`src/include/csb_consts.vh`:
```
`ifndef CSB_CONSTS_VH
`define CSB_CONSTS_VH

// word and shadow memory geometry
`define CSB_WORD_W          16
`define CSB_MEM_AW          3
`define CSB_RX_AREA         1'h0
`define CSB_TX_AREA         1'h1
`define CSB_BUF_WORDS       3'h4

// timing: system clock period and least bit clock half period
`define CSB_CLK_PERIOD_NS   20
`define CSB_BCK_HALF_NS     80
`define CSB_BCK_HALF_CYC    ((`CSB_BCK_HALF_NS + `CSB_CLK_PERIOD_NS - 1) / `CSB_CLK_PERIOD_NS)

// framing styles
`define CSB_MODE_MULTI      2'h0
`define CSB_MODE_I2S        2'h1
`define CSB_MODE_AC16       2'h2
`define CSB_MODE_AC20       2'h3

// link sync high for the last bit and 15 more
`define CSB_AC_SYNC_LAST    8'h0e

// reset values
`define CSB_RST_WORD        16'h0000
`define CSB_RST_PTR         2'h0
`define CSB_RST_CNT         3'h0

`endif

```
`src/design/csb_converter_serial_block.v`:
```
// Function
// - word length 1 to 16 bits both ways
// - at most 16 slots, 256 bit clocks per frame
// - 4 words buffered each way
// - framing: multi-channel, I2S and link sync
// - enabled block owns all four pin directions
// - clock output selected: block drives its own bit clock
// - data out pin output only, driven while transmitting
// - idle bits: data out tri-stated or low per mode bit
// - data in pin input only while enabled
// - sync marks frames; both data lines align to it
// - sync pin direction follows its bit
// - engine uses shadow words while the user side moves words
// - short rx words left justified, low bits zero
// - short tx words from upper bits, low bits ignored
// - one 16-bit shift register, out and in together
// - words travel msb first
// - one 2-bit counter addresses both buffer halves
// - rx address: zero then the counter
// - tx address: one then the counter
`timescale 1ns/1ns
`default_nettype none
`include "csb_consts.vh"

module csb_converter_serial_block (
    // clock and reset
    input  wire                    clk,
    input  wire                    nrst,
    // configuration
    input  wire                    module_enable,
    input  wire                    bit_clock_direction_bit,
    input  wire                    frame_sync_direction_bit,
    input  wire                    output_idle_mode_bit,
    input  wire [1:0]              frame_mode,
    input  wire [3:0]              word_len_m1,
    input  wire [3:0]              slots_m1,
    input  wire [15:0]             slot_enable,
    // transmit words in
    input  wire                    tx_valid,
    output wire                    tx_ready,
    input  wire [`CSB_WORD_W-1:0]  tx_data,
    // receive words out
    output wire                    rx_valid,
    input  wire                    rx_ready,
    output wire [`CSB_WORD_W-1:0]  rx_data,
    // status pulses
    output wire                    tx_underflow,
    output wire                    rx_overflow,
    // pins
    input  wire                    serial_bit_clock_pin_i,
    output wire                    serial_bit_clock_pin_o,
    output wire                    serial_bit_clock_pin_oe,
    input  wire                    frame_sync_pin_i,
    output wire                    frame_sync_pin_o,
    output wire                    frame_sync_pin_oe,
    output wire                    serial_data_out_pin_o,
    output wire                    serial_data_out_pin_oe,
    input  wire                    serial_data_in_pin_i
);

localparam [7:0] HALF_M1 = `CSB_BCK_HALF_CYC - 1;

////////////////////////////////////////////////////////////////////////////////
// decoders

function slot_on;
    input [15:0] en_vec;
    input [3:0]  idx;
    begin
        slot_on = en_vec[idx];
    end
endfunction

// driven frame sync level at bit position q
function fs_level;
    input [1:0] mode;
    input [7:0] q;
    input [7:0] last;
    input [7:0] half;
    begin
        case (mode)
            `CSB_MODE_MULTI: fs_level = (q == last);
            `CSB_MODE_I2S:   fs_level = (q >= half - 8'h01) && (q != last);
            `CSB_MODE_AC16,
            `CSB_MODE_AC20:  fs_level = (q == last) || (q <= `CSB_AC_SYNC_LAST);
            default:         fs_level = 1'b0;
        endcase
    end
endfunction

////////////////////////////////////////////////////////////////////////////////
// pin synchronisers, two stages before any use
reg sck_s1_ff, sck_s2_ff, fs_s1_ff, fs_s2_ff, sdi_s1_ff, sdi_s2_ff;

always @(posedge clk)
begin
    sck_s1_ff <= serial_bit_clock_pin_i;
    sck_s2_ff <= sck_s1_ff;
    fs_s1_ff  <= frame_sync_pin_i;
    fs_s2_ff  <= fs_s1_ff;
    sdi_s1_ff <= serial_data_in_pin_i;
    sdi_s2_ff <= sdi_s1_ff;
end

////////////////////////////////////////////////////////////////////////////////
// frame geometry
wire [8:0] fr_bits = ({5'h0, slots_m1} + 9'h001) * ({5'h0, word_len_m1} + 9'h001);
wire [7:0] fr_last = fr_bits[7:0] - 8'h01;
wire [7:0] fr_half = fr_bits[8:1];
wire       en      = module_enable;
wire       ck_in   = bit_clock_direction_bit;
wire       fs_in   = frame_sync_direction_bit;

////////////////////////////////////////////////////////////////////////////////
// bit clock divider, only when the block drives the clock
reg [7:0] div_ff;
reg       bck_gen_ff;

always @(posedge clk)
begin
    if (!nrst || !en || ck_in)
    begin
        div_ff     <= 8'h00;
        bck_gen_ff <= 1'b0;
    end
    else if (div_ff == HALF_M1)
    begin
        div_ff     <= 8'h00;
        bck_gen_ff <= ~bck_gen_ff;
    end
    else
        div_ff <= div_ff + 8'h01;
end

// edges: data changes on rising, is sampled on falling
reg  bck_prev_ff;
wire bck_lvl = ck_in ? sck_s2_ff : bck_gen_ff;
wire drv_ev  = en & bck_lvl & ~bck_prev_ff;
wire smp_ev  = en & ~bck_lvl & bck_prev_ff;

always @(posedge clk)
begin
    if (!nrst)
        bck_prev_ff <= 1'b0;
    else
        bck_prev_ff <= bck_lvl;
end

////////////////////////////////////////////////////////////////////////////////
// frame sync generator when this end is master
reg [7:0] mst_ff;
reg       fs_gen_ff;

always @(posedge clk)
begin
    if (!nrst || !en || fs_in)
    begin
        mst_ff    <= fr_last;
        fs_gen_ff <= 1'b0;
    end
    else if (drv_ev)
    begin
        mst_ff    <= (mst_ff == fr_last) ? 8'h00 : mst_ff + 8'h01;
        fs_gen_ff <= fs_level(frame_mode, (mst_ff == fr_last) ? 8'h00 : mst_ff + 8'h01,
                              fr_last, fr_half);
    end
end

////////////////////////////////////////////////////////////////////////////////
// frame start: rising sync, or falling word select in I2S
reg  fs_smp_ff;
wire fs_lvl    = fs_in ? fs_s2_ff : fs_gen_ff;
wire is_i2s    = (frame_mode == `CSB_MODE_I2S);
wire start_det = smp_ev & (is_i2s ? (fs_smp_ff & ~fs_lvl) : (~fs_smp_ff & fs_lvl));

always @(posedge clk)
begin
    if (!nrst)
        fs_smp_ff <= 1'b0;
    else if (smp_ev)
        fs_smp_ff <= fs_lvl;
end

////////////////////////////////////////////////////////////////////////////////
// serial engine state
reg                    in_frame_ff, ld_pend_ff, pf_pend_ff, pf_cap_ff, pf_ok_ff, cur_taken_ff;
reg [3:0]              wb_ff, slot_ff, pf_slot_ff;
reg [1:0]              cnt_ff;
reg [2:0]              tx_cnt_ff, rx_cnt_ff;
reg [`CSB_WORD_W-1:0]  sh_ff, pf_word_ff, hold_ff;
reg                    hold_vld_ff, tx_ready_ff, drn_tag_ff, udf_ff, ovf_ff;
reg                    sdo_ff, sdo_oe_ff, sck_o_ff, sck_oe_ff, fs_o_ff, fs_oe_ff;

wire                   last_bit  = in_frame_ff & (wb_ff == word_len_m1);
wire                   end_word  = smp_ev & last_bit;
wire                   eng_wr    = end_word & slot_on(slot_enable, slot_ff);
wire                   will_load = start_det | (end_word & (slot_ff != slots_m1));
wire [`CSB_WORD_W-1:0] sh_in     = {sh_ff[14:0], sdi_s2_ff};
wire [`CSB_WORD_W-1:0] rx_word   = sh_in << (4'hf - word_len_m1);
wire                   pf_act    = slot_on(slot_enable, pf_slot_ff);
wire                   pf_ok     = pf_act & (tx_cnt_ff != `CSB_RST_CNT);
wire                   usr_wr    = hold_vld_ff & ~eng_wr;
wire                   buf_ready;
wire                   drn_issue = ~pf_pend_ff & ~drn_tag_ff & buf_ready & (rx_cnt_ff != `CSB_RST_CNT);
wire [1:0]             rx_head   = cnt_ff - rx_cnt_ff[1:0];
wire [1:0]             tx_tail   = cnt_ff + tx_cnt_ff[1:0];
wire [`CSB_WORD_W-1:0] mem_rdata;

// shared counter addresses both shadow halves
wire [`CSB_MEM_AW-1:0] wr_addr = eng_wr ? {`CSB_RX_AREA, cnt_ff}
                                        : {`CSB_TX_AREA, tx_tail};
wire [`CSB_MEM_AW-1:0] rd_addr = pf_pend_ff ? {`CSB_TX_AREA, cnt_ff}
                                            : {`CSB_RX_AREA, rx_head};

csb_shadow_mem u_mem (
    .clk        (clk),
    .wr_en      (eng_wr | usr_wr),
    .wr_addr    (wr_addr),
    .wr_data    (eng_wr ? rx_word : hold_ff),
    .rd_en      (pf_pend_ff | drn_issue),
    .rd_addr    (rd_addr),
    .rd_data_ff (mem_rdata)
);

// word prefetch, a cycle after the deciding sample edge
always @(posedge clk)
begin
    if (!nrst || !en)
    begin
        pf_pend_ff <= 1'b0;
        pf_cap_ff  <= 1'b0;
        pf_ok_ff   <= 1'b0;
        pf_slot_ff <= 4'h0;
        pf_word_ff <= `CSB_RST_WORD;
        udf_ff     <= 1'b0;
    end
    else
    begin
        udf_ff <= 1'b0;
        if (will_load)
        begin
            pf_pend_ff <= 1'b1;
            pf_slot_ff <= start_det ? 4'h0 : slot_ff + 4'h1;
        end
        else
            pf_pend_ff <= 1'b0;
        if (pf_pend_ff)
        begin
            pf_ok_ff <= pf_ok;
            udf_ff   <= pf_act & ~pf_ok;   // underflow sends zeros
        end
        pf_cap_ff <= pf_pend_ff;
        if (pf_cap_ff)
            pf_word_ff <= mem_rdata;
    end
end

// bit timing, shift register and data output pin
always @(posedge clk)
begin
    if (!nrst || !en)
    begin
        in_frame_ff  <= 1'b0;
        ld_pend_ff   <= 1'b0;
        cur_taken_ff <= 1'b0;
        wb_ff        <= 4'h0;
        slot_ff      <= 4'h0;
        sh_ff        <= `CSB_RST_WORD;
        sdo_ff       <= 1'b0;
        sdo_oe_ff    <= 1'b0;
    end
    else
    begin
        if (will_load)
            ld_pend_ff <= 1'b1;
        if (smp_ev && in_frame_ff)
            sh_ff <= sh_in;
        if (drv_ev && ld_pend_ff)
        begin
            ld_pend_ff   <= 1'b0;
            in_frame_ff  <= 1'b1;
            wb_ff        <= 4'h0;
            slot_ff      <= pf_slot_ff;
            cur_taken_ff <= pf_ok_ff;
            sh_ff        <= pf_ok_ff ? pf_word_ff : `CSB_RST_WORD;
            sdo_ff       <= pf_ok_ff & pf_word_ff[15];
            sdo_oe_ff    <= slot_on(slot_enable, pf_slot_ff) | ~output_idle_mode_bit;
        end
        else if (drv_ev && in_frame_ff && last_bit)
        begin
            in_frame_ff <= 1'b0; // frame over, idle
            sdo_ff      <= 1'b0;
            sdo_oe_ff   <= ~output_idle_mode_bit;
        end
        else if (drv_ev && in_frame_ff)
        begin
            wb_ff     <= wb_ff + 4'h1;
            sdo_ff    <= slot_on(slot_enable, slot_ff) & sh_ff[15];
            sdo_oe_ff <= slot_on(slot_enable, slot_ff) | ~output_idle_mode_bit;
        end
        else if (!in_frame_ff && !ld_pend_ff)
        begin
            sdo_ff    <= 1'b0;
            sdo_oe_ff <= ~output_idle_mode_bit;
        end
    end
end

////////////////////////////////////////////////////////////////////////////////
// occupancy, 4 words each way; full rx half loses its oldest
reg [2:0] nxt_tx_cnt, nxt_rx_cnt;
reg       nxt_hold_vld;

always @*
begin
    nxt_tx_cnt = tx_cnt_ff + {2'h0, usr_wr} - {2'h0, eng_wr & cur_taken_ff};
    nxt_rx_cnt = rx_cnt_ff - {2'h0, drn_issue};
    if (eng_wr && (nxt_rx_cnt != `CSB_BUF_WORDS))
        nxt_rx_cnt = nxt_rx_cnt + 3'h1;
    nxt_hold_vld = (hold_vld_ff & ~usr_wr) | (tx_valid & tx_ready_ff);
end

always @(posedge clk)
begin
    if (!nrst || !en)
    begin
        cnt_ff      <= `CSB_RST_PTR;
        tx_cnt_ff   <= `CSB_RST_CNT;
        rx_cnt_ff   <= `CSB_RST_CNT;
        hold_vld_ff <= 1'b0;
        tx_ready_ff <= 1'b0;
        drn_tag_ff  <= 1'b0;
        ovf_ff      <= 1'b0;
    end
    else
    begin
        if (eng_wr)
            cnt_ff <= cnt_ff + 2'h1;
        tx_cnt_ff   <= nxt_tx_cnt;
        rx_cnt_ff   <= nxt_rx_cnt;
        hold_vld_ff <= nxt_hold_vld;
        tx_ready_ff <= ~nxt_hold_vld & (nxt_tx_cnt != `CSB_BUF_WORDS);
        drn_tag_ff  <= drn_issue;
        ovf_ff      <= eng_wr & ~drn_issue & (rx_cnt_ff == `CSB_BUF_WORDS);
    end
end

// holding word avoids the engine's write slot
always @(posedge clk)
begin
    if (!nrst)
        hold_ff <= `CSB_RST_WORD;
    else if (tx_valid && tx_ready_ff && !(hold_vld_ff && !usr_wr))
        hold_ff <= tx_data;
end

// rx words leave by a two-entry buffer; stalls back up into memory
csb_pair_buf u_rx_buf (
    .clk       (clk),
    .nrst      (nrst),
    .in_valid  (drn_tag_ff),
    .in_ready  (buf_ready),
    .in_data   (mem_rdata),
    .out_valid (rx_valid),
    .out_ready (rx_ready),
    .out_data  (rx_data)
);

////////////////////////////////////////////////////////////////////////////////
// clock and sync pins; enables low while off
always @(posedge clk)
begin
    if (!nrst)
    begin
        sck_o_ff  <= 1'b0;
        sck_oe_ff <= 1'b0;
        fs_o_ff   <= 1'b0;
        fs_oe_ff  <= 1'b0;
    end
    else
    begin
        sck_o_ff  <= bck_gen_ff;
        sck_oe_ff <= en & ~ck_in;
        fs_o_ff   <= fs_gen_ff;
        fs_oe_ff  <= en & ~fs_in;
    end
end

assign tx_ready                = tx_ready_ff;
assign tx_underflow            = udf_ff;
assign rx_overflow             = ovf_ff;
assign serial_bit_clock_pin_o  = sck_o_ff;
assign serial_bit_clock_pin_oe = sck_oe_ff;
assign frame_sync_pin_o        = fs_o_ff;
assign frame_sync_pin_oe       = fs_oe_ff;
assign serial_data_out_pin_o   = sdo_ff;
assign serial_data_out_pin_oe  = sdo_oe_ff;

endmodule
`default_nettype wire

```
`src/design/csb_pair_buf.v`:
```
`timescale 1ns/1ns
`default_nettype none
`include "csb_consts.vh"

module csb_pair_buf (
    // clock and reset
    input  wire                    clk,
    input  wire                    nrst,
    // filling side
    input  wire                    in_valid,
    output wire                    in_ready,
    input  wire [`CSB_WORD_W-1:0]  in_data,
    // draining side
    output wire                    out_valid,
    input  wire                    out_ready,
    output wire [`CSB_WORD_W-1:0]  out_data
);

////////////////////////////////////////////////////////////////////////////////
reg                    v0_ff, v1_ff, rdy_ff;
reg [`CSB_WORD_W-1:0]  d0_ff, d1_ff;
reg                    nxt_v0, nxt_v1;
reg [`CSB_WORD_W-1:0]  nxt_d0, nxt_d1;
wire                   push = in_valid & rdy_ff;
wire                   pop  = v0_ff & out_ready;

assign in_ready  = rdy_ff;
assign out_valid = v0_ff;
assign out_data  = d0_ff;

// head in slot 0; slot 1 fills only while it stalls
always @*
begin
    nxt_v0 = v0_ff;
    nxt_v1 = v1_ff;
    nxt_d0 = d0_ff;
    nxt_d1 = d1_ff;
    if (pop)
    begin
        nxt_v0 = v1_ff | push;
        nxt_d0 = v1_ff ? d1_ff : in_data;
        nxt_v1 = v1_ff & push;
        nxt_d1 = in_data;
    end
    else if (push)
    begin
        if (!v0_ff)
        begin
            nxt_v0 = 1'b1;
            nxt_d0 = in_data;
        end
        else
        begin
            nxt_v1 = 1'b1;
            nxt_d1 = in_data;
        end
    end
end

// ready registered so the filler sees a clean level
always @(posedge clk)
begin
    if (!nrst)
    begin
        v0_ff  <= 1'b0;
        v1_ff  <= 1'b0;
        rdy_ff <= 1'b0;
        d0_ff  <= `CSB_RST_WORD;
        d1_ff  <= `CSB_RST_WORD;
    end
    else
    begin
        v0_ff  <= nxt_v0;
        v1_ff  <= nxt_v1;
        rdy_ff <= ~nxt_v1;
        d0_ff  <= nxt_d0;
        d1_ff  <= nxt_d1;
    end
end

endmodule
`default_nettype wire

```
`src/design/csb_shadow_mem.v`:
```
`timescale 1ns/1ns
`default_nettype none
`include "csb_consts.vh"

module csb_shadow_mem (
    // clock
    input  wire                    clk,
    // write port
    input  wire                    wr_en,
    input  wire [`CSB_MEM_AW-1:0]  wr_addr,
    input  wire [`CSB_WORD_W-1:0]  wr_data,
    // read port, data registered
    input  wire                    rd_en,
    input  wire [`CSB_MEM_AW-1:0]  rd_addr,
    output reg  [`CSB_WORD_W-1:0]  rd_data_ff
);

////////////////////////////////////////////////////////////////////////////////
// lower half received words, upper half words to send
reg [`CSB_WORD_W-1:0] mem_ff [0:(1<<`CSB_MEM_AW)-1];

// read before write: same address returns the old word
always @(posedge clk)
begin
    if (wr_en)
        mem_ff[wr_addr] <= wr_data;
    if (rd_en)
        rd_data_ff <= mem_ff[rd_addr];
end

endmodule
`default_nettype wire

```
`config.mk`:
```
export PLATFORM = sky130hd
export DESIGN_NAME = csb_converter_serial_block
export DESIGN_NICKNAME = d
export VERILOG_FILES = /design/src/design/csb_converter_serial_block.v /design/src/design/csb_pair_buf.v /design/src/design/csb_shadow_mem.v
export VERILOG_INCLUDE_DIRS = /design/src /design/src/include
export SDC_FILE = /design/constraint.sdc
export NUM_CORES = 1
export LEC_CHECK = 0
export ABC_AREA = 1
export BUFFER_PORTS_ARGS = -buffer_cell sky130_fd_sc_hd__buf_2
export CAP_MARGIN = 20
export CORE_ASPECT_RATIO = 0.5
export CORE_MARGIN = 5
export CORE_UTILIZATION = 30
export CTS_BUF_LIST = sky130_fd_sc_hd__clkbuf_4 sky130_fd_sc_hd__clkbuf_8 sky130_fd_sc_hd__clkbuf_16
export DETAILED_ROUTE_END_ITERATION = 8
export GPL_TIMING_DRIVEN = 0
export PLACE_DENSITY_LB_ADDON = 0.05
export SYNTH_ARGS = -nofsm -noshare
export SYNTH_HDL_FRONTEND = slang
export SYNTH_HIERARCHICAL = 1
export SYNTH_SLANG_ARGS = --single-unit
```
`constraint.sdc`:
```
create_clock -name clk -period 14.45 [get_ports clk]
set_clock_uncertainty 0.15 [all_clocks]
set_input_delay 0.7225 -clock clk [delete_from_list [all_inputs] [get_ports clk]]
set_output_delay 0.7225 -clock clk [all_outputs]
set_load 0.02 [all_outputs]
```
[Yosys cells after proc, flatten, opt, wreduce, memory -nomap -nowiden]
Memory sizes are Yosys's and may differ from the RTL's. A register that Yosys moved wholly into a read port is not among the register bits.
Index checks and enable logic that the tools add are counted.
Storage, ports and cells
  word-level logic and storage cells: 213
  output and inout bits: 26
  memories: 1
  register bits: 146
  input port bits: 53
  memory bits (writable): 128
Memories
  u_mem.mem_ff: words 8, width 16, read ports 1, clocked after Yosys merged registers in 1, write ports 1, RTL line csb_shadow_mem.v:20  | reg [`CSB_WORD_W-1:0] mem_ff [0:(1<<`CSB_MEM_AW)-1];
Cells by class
  add/sub/neg operators: 16
  multiply operators: 1
  bitwise gates (word level): 54
  order comparisons: 4
  reductions and logical operators: 36
  mux-type cells: 44
  shifts and indexed selects: 1
  eq/ne operators: 13
Operator list (count)
  two-way mux 16 bit: 11
  bitwise AND 1 bit: 30
  two-way mux 8 bit: 3
  two-way mux 1 bit: 23
  NOT 1 bit: 17
  adder 8 x 1 -> 8 bit (second input constant): 2
  equality test 8 bit: 2
  left shift 16 x 4 -> 16 bit: 1
  subtractor 8 x 1 -> 8 bit (second input constant): 2
  adder 4 x 1 -> 5 bit (second input constant): 2
  logical AND 1 bit: 10
  less-than comparator 4 x 5 -> 1 bit (second input constant): 2
  nonzero test 2 bit: 5
  multiplier 5 x 5 -> 9 bit: 1
  two-way mux 3 bit: 3
  adder 4 x 1 -> 4 bit (second input constant): 2
  binary-select mux 1 bit (select 4 bit): 2
  equality test 8 x 2 -> 1 bit (second input constant): 1
  >= comparator 8 bit: 1
  less-or-equal comparator 8 x 4 -> 1 bit (second input constant): 1
  != test 8 bit: 1
  OR reduction 2 bit: 4
  OR 1 bit: 7
  zero test 1 bit: 6
  other kinds (21): 30

[Longest topological paths before layout]
Gate-level depths: netlist of run 1.
  depth in word-level cells: 13
  gate-level depth with buffers: 40
  mapped depth without buffers: 37

[Cells and area by module]
The synthesis of run 1 kept the hierarchy.
By module, submodules not included
  csb_converter_serial_block: instances 1, sequential area each 2302.2 um^2, area each 7415.9 um^2, cells each 1117
  csb_shadow_mem: instances 1, sequential area each 4324.1 um^2, area each 6149.6 um^2, cells each 587
  csb_pair_buf: instances 1, sequential area each 700.7 um^2, area each 1651.6 um^2, cells each 258

[Worst setup path after synthesis of run 1]
Ideal clock, no wire load.
  kind: input port to flip-flop
  start point: input word_len_m1[1]
  end point: register fs_gen_ff
  path slack: 8.474 ns
  path buffers: 3
  required time: 14.183 ns
  cell stages on the path: 39
  arrival time: 5.709 ns
  setup time: 0.117 ns
  cell sequence: clkbuf_1 -> clkbuf_1 -> nand2_1 -> nor2_1 -> nand2_1 -> nand2_1 -> inv_1 -> nand2_1 -> fa_1 -> fa_1 -> inv_1 -> fa_1 -> ha_1 -> nand2_1 -> nand2_1 -> inv_1 -> nand3_2 -> nand2_4 -> [... 3 more ...] -> nor2_2 -> nand2_2 -> inv_2 -> nand2_4 -> buf_12 -> nand2_4 -> inv_1 -> ha_1 -> a21oi_1 -> o21ai_0 -> nand2_1 -> o2111ai_1 -> nand3_1 -> inv_1 -> nand2_1 -> nand3_1 -> nor2_1 -> nor2_1
Between the ends
  word-level cells in the longest chain between the ends: 8
  elaborated cells on any way between the ends: 13
Ends and longest elaborated chain
  from (decl): RTL line csb_converter_serial_block.v:35  | input wire [3:0] word_len_m1,
  adder 4 x 1 -> 5 bit *: RTL line csb_converter_serial_block.v:107  | wire [8:0] fr_bits = ({5'h0, slots_m1} + 9'h001) * ({5'h0, word_len_m1} + 9'h001);
  multiplier 5 x 5 -> 9 bit *: RTL line csb_converter_serial_block.v:107
  subtractor 8 x 1 -> 8 bit: RTL line csb_converter_serial_block.v:108  | wire [7:0] fr_last = fr_bits[7:0] - 8'h01;
  equality test 8 bit: RTL line csb_converter_serial_block.v:164  | fs_gen_ff <= fs_level(frame_mode, (mst_ff == fr_last) ? 8'h00 : mst_ff + 8'h01,
  two-way mux 8 bit: RTL line csb_converter_serial_block.v:164
  less-or-equal comparator 8 x 4 -> 1 bit (no line), or another cell as far along
  logical OR 1 bit / logical AND 1 bit (equally long branches): RTL line csb_converter_serial_block.v:85, csb_converter_serial_block.v:83
  case mux 1 bit (3 select lines) *: RTL line csb_converter_serial_block.v:81  | case (mode)
  to (signal assigned): RTL line csb_converter_serial_block.v:164
  to (decl): RTL line csb_converter_serial_block.v:152  | reg fs_gen_ff;
Mark *: on every way between the ends. The rest lies on a longest branch, timed or not.
A chain may end at the register's enable or synchronous reset.

[Final worst setup path of run 1]
Same ends and word-level chain as after synthesis.

==> flow_metrics.py, run 1 <==
metrics = {
    "synth": {
        "synth-seq-cells": 290,
        "synth-async-reset-ratio_pct": 0,
        "postSynthCellCount": 1962,
        "yosysWarnings": 6,
        "synthFlopType": "edfxtp_1",
        "syn_avg_cell_area_um2": 7.756,
        "syn_nets": 2065,
        "synth-edff-count": 152,
        "synth_cell_types": 46,
        "netlist_area_um2": 15220,
        "ys_seq_area_share_pct": 48.15,
    },
    "route": {
        "ant_nets": 0,
        "via_per_inst": 4.381,
        "wl_met3_um": 1377,
        "drtIter0Drc": 655,
        "vias": 12280,
        "routed_wl_um": 43850,
        "drt_pass1_iterations": 5,
        "wl_met2_um": 19260,
        "drc": 0,
        "wl_per_cell_um": 15.64,
        "met1_length_um": 22640,
        "highest-signal-layer": "met4",
    },
    "floorplanning": {
        "core-area_um2": 50220,
        "row_count": 58,
        "die_area_um2": 55600,
        "dieWidth_um": 328.5,
        "start_util_pct": 30.30,
        "pin_count": 79,
        "die_height_um": 169.3,
    },
    "layout": {
        "final_cell_mix": "nand2_1 (571), inv_1 (316), nor2_1 (152), edfxtp_1 (152), dfxtp_1 (138)",
        "area_growth_pct": 16.79,
        "layout_commonest_cell": "nand2_1",
        "layout.cells.non_filler": 2803,
        "drive_gt1_share_pct": 11.31,
        "antenna_cells": 0,
        "fin_util_pct": 35.39,
        "final_nets": 2192,
    },
    "global_routing": {
        "antenna_found_initial": 0,
        "grt_use_total_pct": 15.60,
        "grt_max_degree": 17,
        "grt_overflow": 0,
        "grt_pass1_wl_um": 68320,
        "grt_pass1_vias": 11900,
    },
    "sta": {
        "finalSetupViolCount": 0,
        "relSlewSlack_pct": 31.55,
        "rsz0062_at_grt": "no",
        "period_share_pct": 46.27,
        "fin_setup_tns_ps": 0,
        "report.final.slew_viol_count": 0,
        "fin_crit_ps": 6686,
        "worst_slew_pin_slew_ps": 1022,
        "hold_violations": 0,
        "max_freq_ghz": 0.1496,
    },
    "clock_network": {
        "insertion_delay_ps": 580,
        "postCtsResizedCells": 0,
        "h-tree-depth": 1,
        "cts_buffers": 30,
        "cts_buffer_depth": 3,
        "cts_root_buffer": "clkbuf_16",
        "clk_transition_reported_paths_ps": 60,
        "cts_tree": "done",
        "hold_buffers": 0,
        "clock_sinks": 290,
        "postCtsSetupBuffers": 0,
    },
    "placed_design": {
        "dp.final_hpwl_um": 33200,
        "dp_cells": 2745,
        "port_buffers": 78,
        "gp_congestion": 0.7911,
    },
    "hold_path": {
        "holdCritPathClass": "input port to flip-flop",
    },
    "power": {
        "ir_worst_vdd_mv": 0.08014,
        "p_int_w": 0.001493,
        "finalPower_w": 0.002081,
        "switching_share_pct": 28.24,
        "power_switching_w": 0.0005878,
        "power.density_nw_per_um2": 117.1,
        "leakage_nw": 7.885,
        "seqPwrFrac_pct": 42.9,
        "pwr-share-comb_pct": 16.9,
        "clockPowerShare_pct": 40.2,
    },
    "critical_path": {
        "cp-end-kind": "flip-flop",
        "arrival_ps": 7000,
        "path_class": "input port to flip-flop",
        "cp.required_ps": 14760,
        "crit_top_cell": "nand2_1",
        "path_max_fanout": 10,
        "max_stage_delay_ps": 560,
        "critPathSlowestCell": "fa_1",
        "startpoint_type": "input port",
    },
    "status": {
        "status": "finished, final reports clean",
    },
    "flow_run": {
        "cap_violations": 0,
    },
}
==> worst paths after layout <==
check                                             start                           end  slack, ps  depth (start not counted)
worst min register to register        sck_s1_ff$_DFF_P_             sck_s2_ff$_DFF_P_        180                          0
worst max register to register  slot_ff[1]$_SDFFE_PP0P_  u_mem/mem_ff[7][7]$_DFFE_PP_      10370                         13
worst max-delay path                     word_len_m1[1]        fs_gen_ff$_SDFFE_PP0P_       7760                         39
worst min-delay path                   frame_sync_pin_i              fs_s1_ff$_DFF_P_        100                          1
==> power groups by stage <==
| stage | sequential, W | clock (W) | combinational (W) |
|---|---|---|---|
| global placement | 0.000912 | 0 | 0.000351 |
| floorplan | 0.000908 | 0 | 0.000265 |
| finish | 0.000893 | 0.000837 | 0.000351 |
| CTS | 0.000893 | 0.000865 | 0.000356 |
| global route | 0.000894 | 0.000902 | 0.000405 |
| detailed placement | 0.000911 | 0 | 0.000354 |
==> critical path, delay by kind of cell <==
kind	cells	cell delay, ps
simple gates	21	2320
fa+ha+maj	5	2220
compound gates	3	340
buf+inv	10	1400
==> through the flow <==
| stage | hold slack [ps] | setup WS (ps) | cell area [µm²] |
|---|---|---|---|
| after floorplan | 159.6 | 8474 | 15220 |
| after global placement | 172.1 | 7160 | 16470 |
| after detailed placement | 166.1 | 7241 | 16710 |
| after CTS | 64.29 | 7812 | 17760 |
| after global routing | 67.52 | 7270 | 17770 |
| final | 100.9 | 7764 | 17770 |
==> layer usage <==
layer | track usage, % | vias to the layer above
met5 | 0 | -
met4 | 2.215 | 0
met3 | 2.229 | 40
met2 | 25.08 | 120
met1 | 22.95 | 5616
li1 | - | 6505
==> state kept, by name (all words and copies together), names as in the netlist, 2 cells and up, named ones only <==
name               flops
cnt_ff                 2
div_ff                 8
hold_ff               16
mst_ff                 8
pf_slot_ff             4
pf_word_ff            16
rx_cnt_ff              3
sh_ff                 16
slot_ff                4
tx_cnt_ff              3
u_mem/mem_ff         128
u_mem/rd_data_ff      16
u_rx_buf/d1_ff        16
u_rx_buf/out_data     16
wb_ff                  4
==> cell families (layout without fill, tap and decap cells) <==
| family | count (synthesis) | after routing | synth area share, % |
|---|---|---|---|
| buf+inv | 402 | 553 | 10.86 |
| flops | 290 | 290 | 48.15 |
| compound gates | 260 | 260 | 9.201 |
| simple gates | 929 | 929 | 25.42 |
| mux | 3 | 3 | 0.1973 |
| xor+xnor | 28 | 28 | 1.612 |
| fa+ha+maj | 50 | 50 | 4.555 |
==> cells in the mapped netlist, types with 5 or more instances <==
cell | n | share of area [%]
or2_2 | 6 | 0.25
buf_4 | 7 | 0.35
nand2_1 | 571 | 14
a21oi_1 | 86 | 2.8
buf_2 | 21 | 0.69
ha_1 | 41 | 3.4
nand4_1 | 11 | 0.45
xnor2_1 | 9 | 0.52
clkbuf_1 | 38 | 0.94
nor3_1 | 12 | 0.39
edfxtp_1 | 152 | 30
xor2_1 | 19 | 1.1
nand2_4 | 7 | 0.52
dfxtp_1 | 138 | 18
inv_1 | 316 | 7.8
inv_2 | 5 | 0.12
nand3_1 | 133 | 4.4
nor2_1 | 160 | 3.9
a31oi_1 | 22 | 0.90
fa_1 | 9 | 1.2
nand3_2 | 6 | 0.39
buf_6 | 10 | 0.74
o21ai_0 | 124 | 4.1
nand2_2 | 13 | 0.53
==> layout make-up <==
type	count	area, µm²
Clock inverter	20	240.2
Tap cell	690	863.3
Clock buffer	36	808.3
Multi-Input combinational cell	1270	6262
Timing Repair Buffer	95	618.1
Fill cell	5463	32450
Sequential cell	290	7327
Inverter	324	1216
Buffer	78	436.7
Note: power is estimated with default switching activity, not from simulation.
==> run 2: changes to the inputs <==
==> constraint.sdc (replaced) <==
create_clock -name clk -period 6.8 [get_ports clk]
set_clock_uncertainty 0.15 [all_clocks]
set_input_delay 0.34 -clock clk [delete_from_list [all_inputs] [get_ports clk]]
set_output_delay 0.34 -clock clk [all_outputs]
set_load 0.02 [all_outputs]
==> flow_metrics.py, run 2 (synthesis results as in run 1) <==
metrics = {
    "status": {
        "status": "finished, final reports clean",
    },
    "critical_path": {
        "startpoint_type": "input port",
        "path_class": "input port to flip-flop",
        "max_stage_delay_ps": 560,
        "cp.required_ps": 7110,
        "critPathSlowestCell": "fa_1",
        "crit_top_cell": "nand2_1",
        "path_max_fanout": 10,
        "cp-end-kind": "flip-flop",
        "arrival_ps": 6610,
    },
    "clock_network": {
        "clock_sinks": 290,
        "cts_tree": "done",
        "postCtsResizedCells": 0,
        "h-tree-depth": 1,
        "postCtsSetupBuffers": 0,
        "cts_buffers": 30,
        "cts_buffer_depth": 3,
        "cts_root_buffer": "clkbuf_16",
        "insertion_delay_ps": 580,
        "clk_transition_reported_paths_ps": 60,
        "hold_buffers": 23,
    },
    "layout": {
        "largest-register": "u_mem/mem_ff",
        "regArea_um2": 7327,
        "multiInputGateArea_um2": 6262,
        "area_growth_pct": 18.30,
        "layout_commonest_cell": "nand2_1",
        "antenna_cells": 0,
        "drive_gt1_share_pct": 11.19,
        "fin_util_pct": 35.85,
        "fillers": 5445,
        "largest_reg_flops": 128,
        "final_cell_mix": "nand2_1 (571), inv_1 (316), nor2_1 (152), edfxtp_1 (152), dfxtp_1 (138)",
        "final_nets": 2215,
    },
    "placed_design": {
        "port_buffers": 78,
        "place_ws_ps": -26.36,
        "gp_congestion": 0.7911,
        "dp.final_hpwl_um": 33200,
    },
    "global_routing": {
        "grt_max_degree": 17,
        "grtUsageMet2_pct": 25.25,
        "antenna_found_initial": 0,
        "grt_pass1_wl_um": 68660,
        "met3_usage_pct": 2.229,
        "grt_busiest_layer": "met2",
        "grt_overflow": 0,
        "grt_pass1_vias": 12010,
        "use_met1_pct": 23.01,
        "grt_use_total_pct": 15.67,
    },
    "power": {
        "finalPower_w": 0.004434,
        "power.density_nw_per_um2": 246.3,
        "ir_worst_vdd_mv": 0.1702,
        "leakage_nw": 7.981,
    },
    "sta": {
        "max_freq_ghz": 0.1587,
        "hold_violations": 0,
        "rsz0062_at_grt": "no",
        "fin_setup_tns_ps": 0,
        "finalSetupViolCount": 0,
        "fin_ws_ps": 499.8,
        "fin_crit_ps": 6300,
        "relSlewSlack_pct": 34.20,
        "worst_slew_pin_slew_ps": 982.5,
        "period_share_pct": 92.65,
        "report.final.slew_viol_count": 0,
    },
    "route": {
        "drtIter0Drc": 695,
        "drt_pass1_iterations": 5,
        "via_per_inst": 4.372,
        "vias": 12360,
        "routed_wl_um": 43980,
        "drc": 0,
        "ant_nets": 0,
        "wl_per_cell_um": 15.56,
    },
    "floorplanning": {
        "start_util_pct": 30.30,
        "pin_count": 79,
        "core-area_um2": 50220,
        "die_area_um2": 55600,
        "dieWidth_um": 328.5,
        "die_height_um": 169.3,
        "row_count": 58,
    },
    "hold_path": {
        "holdCritPathClass": "input port to flip-flop",
    },
    "flow_run": {
        "cap_violations": 0,
    },
}
[run 2: changes by cell type in the layout (fill, tap and decap cells not counted), sizes merged]
| cell | delta |
|---|---|
| dlygate4sd3 | +23 |
[run 2: report_power, final]
part	internal, W	leakage [nW]	total, W	switching (W)
clock network	0.00104	0.525	0.00178	0.000740
registers	0.00187	2.52	0.00190	0.0000247
logic	0.000270	4.94	0.000756	0.000486
total	0.00318	7.98	0.00443	0.00125
[run 2: layout make-up]
class | instances | area share, %
inverters | 324 | 6.756
well taps | 690 | 4.796
plain buffers | 78 | 2.426
multi-input cells | 1270 | 34.79
flip-flops and latches | 290 | 40.70
repair buffers | 118 | 4.712
clock inverters | 20 | 1.334
clock buffers | 36 | 4.490
[run 2: final timing paths]
path	startpoint	end	slack (ps)	depth (start not counted)
max	word_len_m1[1]	fs_gen_ff$_SDFFE_PP0P_	500	39
max reg2reg	slot_ff[1]$_SDFFE_PP0P_	u_mem/mem_ff[7][7]$_DFFE_PP_	2710	13
min reg2reg	sck_s1_ff$_DFF_P_	sck_s2_ff$_DFF_P_	180	0
min	rx_ready	flip-flop	60	6
[run 2: metal layers]
layer  routed length, µm  up-vias
li1                    -     6553
met3                1369       40
met5                   0        -
met4                 570        0
met2               19360      115
met1               22680     5647
[run 2: stage by stage]
stage	area [µm²]	cells	hold slack, ps
floorplan	15220	1962	159.6
CTS	17990	2824	23.71
finish	18000	2826	58.55
global placement	16470	2730	172.1
global route	18000	2826	86.29
detailed placement	16710	2745	166.1
[run 2: critical path, delay by kind of cell]
family | cells | cell delay, ps
simple gates | 21 | 2310
fa+ha+maj | 5 | 2220
buf+inv | 10 | 1410
compound gates | 3 | 340
==> run 3: changes to the inputs <==
--- a/config.mk
+++ b/config.mk
@@ -9,12 +9,15 @@
 export ABC_AREA = 1
 export BUFFER_PORTS_ARGS = -buffer_cell sky130_fd_sc_hd__buf_2
 export CAP_MARGIN = 20
+export CELL_PAD_IN_SITES_DETAIL_PLACEMENT = 0
+export CELL_PAD_IN_SITES_GLOBAL_PLACEMENT = 2
 export CORE_ASPECT_RATIO = 0.5
 export CORE_MARGIN = 5
 export CORE_UTILIZATION = 30
 export CTS_BUF_LIST = sky130_fd_sc_hd__clkbuf_4 sky130_fd_sc_hd__clkbuf_8 sky130_fd_sc_hd__clkbuf_16
 export DETAILED_ROUTE_END_ITERATION = 8
 export GPL_TIMING_DRIVEN = 0
+export MAX_ROUTING_LAYER = met4
 export PLACE_DENSITY_LB_ADDON = 0.05
 export SYNTH_ARGS = -nofsm -noshare
 export SYNTH_HDL_FRONTEND = slang
==> flow_metrics.py, run 3 (synthesis results as in run 1) <==
metrics = {
    "hold_path": {
        "holdCritPathClass": "input port to flip-flop",
        "min_from": "frame_mode[1]",
    },
    "sta": {
        "hold_violations": 0,
        "finalSetupViolCount": 0,
        "fin_setup_tns_ps": 0,
        "worst_slew_pin_slew_ps": 1069,
        "report.final.slew_viol_count": 0,
        "fin_ws_ps": 612.1,
        "rsz0062_at_grt": "no",
        "period_share_pct": 91.00,
        "fin_crit_ps": 6188,
        "whs_ps": 47.97,
        "max_freq_ghz": 0.1616,
        "relSlewSlack_pct": 28.01,
    },
    "power": {
        "switching_share_pct": 29.43,
        "ir_worst_vdd_mv": 0.1809,
        "p_int_w": 0.003003,
        "clockPowerShare_pct": 37.2,
        "power.density_nw_per_um2": 238.6,
        "leakage_nw": 7.905,
        "power_switching_w": 0.001252,
        "pwr-share-comb_pct": 18.2,
        "seqPwrFrac_pct": 44.6,
    },
    "critical_path": {
        "path_class": "input port to flip-flop",
        "path_max_fanout": 10,
        "critPathSlowestCell": "fa_1",
        "endpoint": "fs_gen_ff$_SDFFE_PP0P_",
        "cp_top_family": "simple AND/OR/NAND/NOR gates",
        "setup.worst_path.start": "word_len_m1[1]",
        "reg2reg_slack_ps": 2610,
        "crit_cells": 38,
        "cp_num_buf_inv": 9,
        "r2r_cells": 13,
        "cp.required_ps": 7130,
        "r2r_start": "slot_ff[1]$_SDFFE_PP0P_",
        "arrival_ps": 6510,
        "reg2reg_to": "u_mem/mem_ff[7][5]$_DFFE_PP_",
        "cp-end-kind": "flip-flop",
        "startpoint_type": "input port",
        "crit_top_cell": "nand2_1",
        "max_stage_delay_ps": 560,
    },
    "layout": {
        "largest_reg_flops": 128,
        "fillers": 5523,
        "final_nets": 2215,
        "largest-register": "u_mem/mem_ff",
        "layout_commonest_cell": "nand2_1",
        "final_cell_mix": "nand2_1 (571), inv_1 (316), nor2_1 (152), edfxtp_1 (152), dfxtp_1 (138)",
        "area_growth_pct": 17.21,
        "drive_gt1_share_pct": 11.05,
    },
    "clock_network": {
        "clk_transition_reported_paths_ps": 70,
        "postCtsSetupBuffers": 0,
        "cts_buffer_depth": 3,
        "insertion_delay_ps": 590,
        "h-tree-depth": 1,
        "cts_buffers": 29,
        "cts_root_buffer": "clkbuf_16",
        "clock_sinks": 290,
        "cts_tree": "done",
    },
    "placed_design": {
        "port_buffers": 78,
        "gp_congestion": 0.7523,
        "place_ws_ps": -225.4,
        "dp.final_hpwl_um": 34870,
    },
    "route": {
        "vias": 12490,
        "via_per_inst": 4.421,
        "drt_pass1_iterations": 5,
        "drc": 0,
        "wl_per_cell_um": 16.33,
        "ant_nets": 0,
        "drtIter0Drc": 722,
        "routed_wl_um": 46150,
    },
    "floorplanning": {
        "pin_count": 79,
        "die_height_um": 169.3,
        "core-area_um2": 50220,
        "row_count": 58,
        "die_area_um2": 55600,
        "dieWidth_um": 328.5,
        "start_util_pct": 30.30,
    },
    "global_routing": {
        "grt_pass1_wl_um": 72230,
        "grt_max_degree": 17,
        "grt_overflow": 0,
        "antenna_found_initial": 0,
        "grt_use_total_pct": 17.06,
        "grt_pass1_vias": 12520,
    },
    "flow_run": {
        "cap_violations": 0,
    },
    "status": {
        "status": "finished, final reports clean",
    },
}
run 3: routing by layer:
metal	global-route usage [%]	routed length, µm
met4	2.885	808
met5	-	0
met2	27.92	21040
met1	23.25	22960
met3	2.078	1340
run 3: how the worst min path moves through the flow:
stage,to,cells after the start
after floorplan,fs_s2_ff$_DFF_P_,0
after global placement,sdi_s2_ff$_DFF_P_,0
after detailed placement,fs_s2_ff$_DFF_P_,0
after CTS,flip-flop,6
after global routing,fs_gen_ff$_SDFFE_PP0P_,5
final,fs_gen_ff$_SDFFE_PP0P_,5
run 3: repair_timing:
| action | 4_1_cts | 5_1_grt |
|---|---|---|
| hold buffers | 23 | 0 |
| setup endpoints to repair | 0 | 1 |
| hold endpoints to repair | 27 | 0 |
| gates resized for setup | 0 | 2 |
run 3: layout make-up:
type	count	area, µm²	area share (%)
sequential	290	7327	41.08
multi-input combinational	1270	6262	35.11
inverter	324	1216	6.819
tap	690	863.3	4.840
clock buffer	42	835.8	4.686
timing repair buffer	119	815.8	4.574
buffer	78	437.9	2.455
clock inverter	12	75.07	0.4209
antenna	1	2.502	0.01403
run 3: power groups by stage:
stage / Clock, W / Sequential, W / Combinational [W]
final: 0.00158 / 0.00190 / 0.000776
after global routing: 0.00172 / 0.00190 / 0.000900
after CTS: 0.00165 / 0.00190 / 0.000795
after detailed placement: 0 / 0.00194 / 0.000780
after global placement: 0 / 0.00194 / 0.000781
after floorplan: 0 / 0.00193 / 0.000563
run 3: tightest hold or removal path: cells and delay by family:
kind	cells	cell delay [ps]
simple gates	2	160
compound gates	1	100
buf+inv	2	160
run 3: through the flow:
| stage | utilization (%) | std cells | area (µm²) | power, W |
|---|---|---|---|---|
| 2_1_floorplan | - | 1962 | 15220 | 0.002493 |
| 3_3_place_gp | 32.80 | 2730 | 16470 | 0.002719 |
| 3_5_place_dp | 33.19 | 2745 | 16670 | 0.002717 |
| 4_1_cts | 35.46 | 2822 | 17810 | 0.004343 |
| 5_1_grt | 35.51 | 2825 | 17830 | 0.004521 |
| 6_report | 35.52 | 2826 | 17840 | 0.004256 |
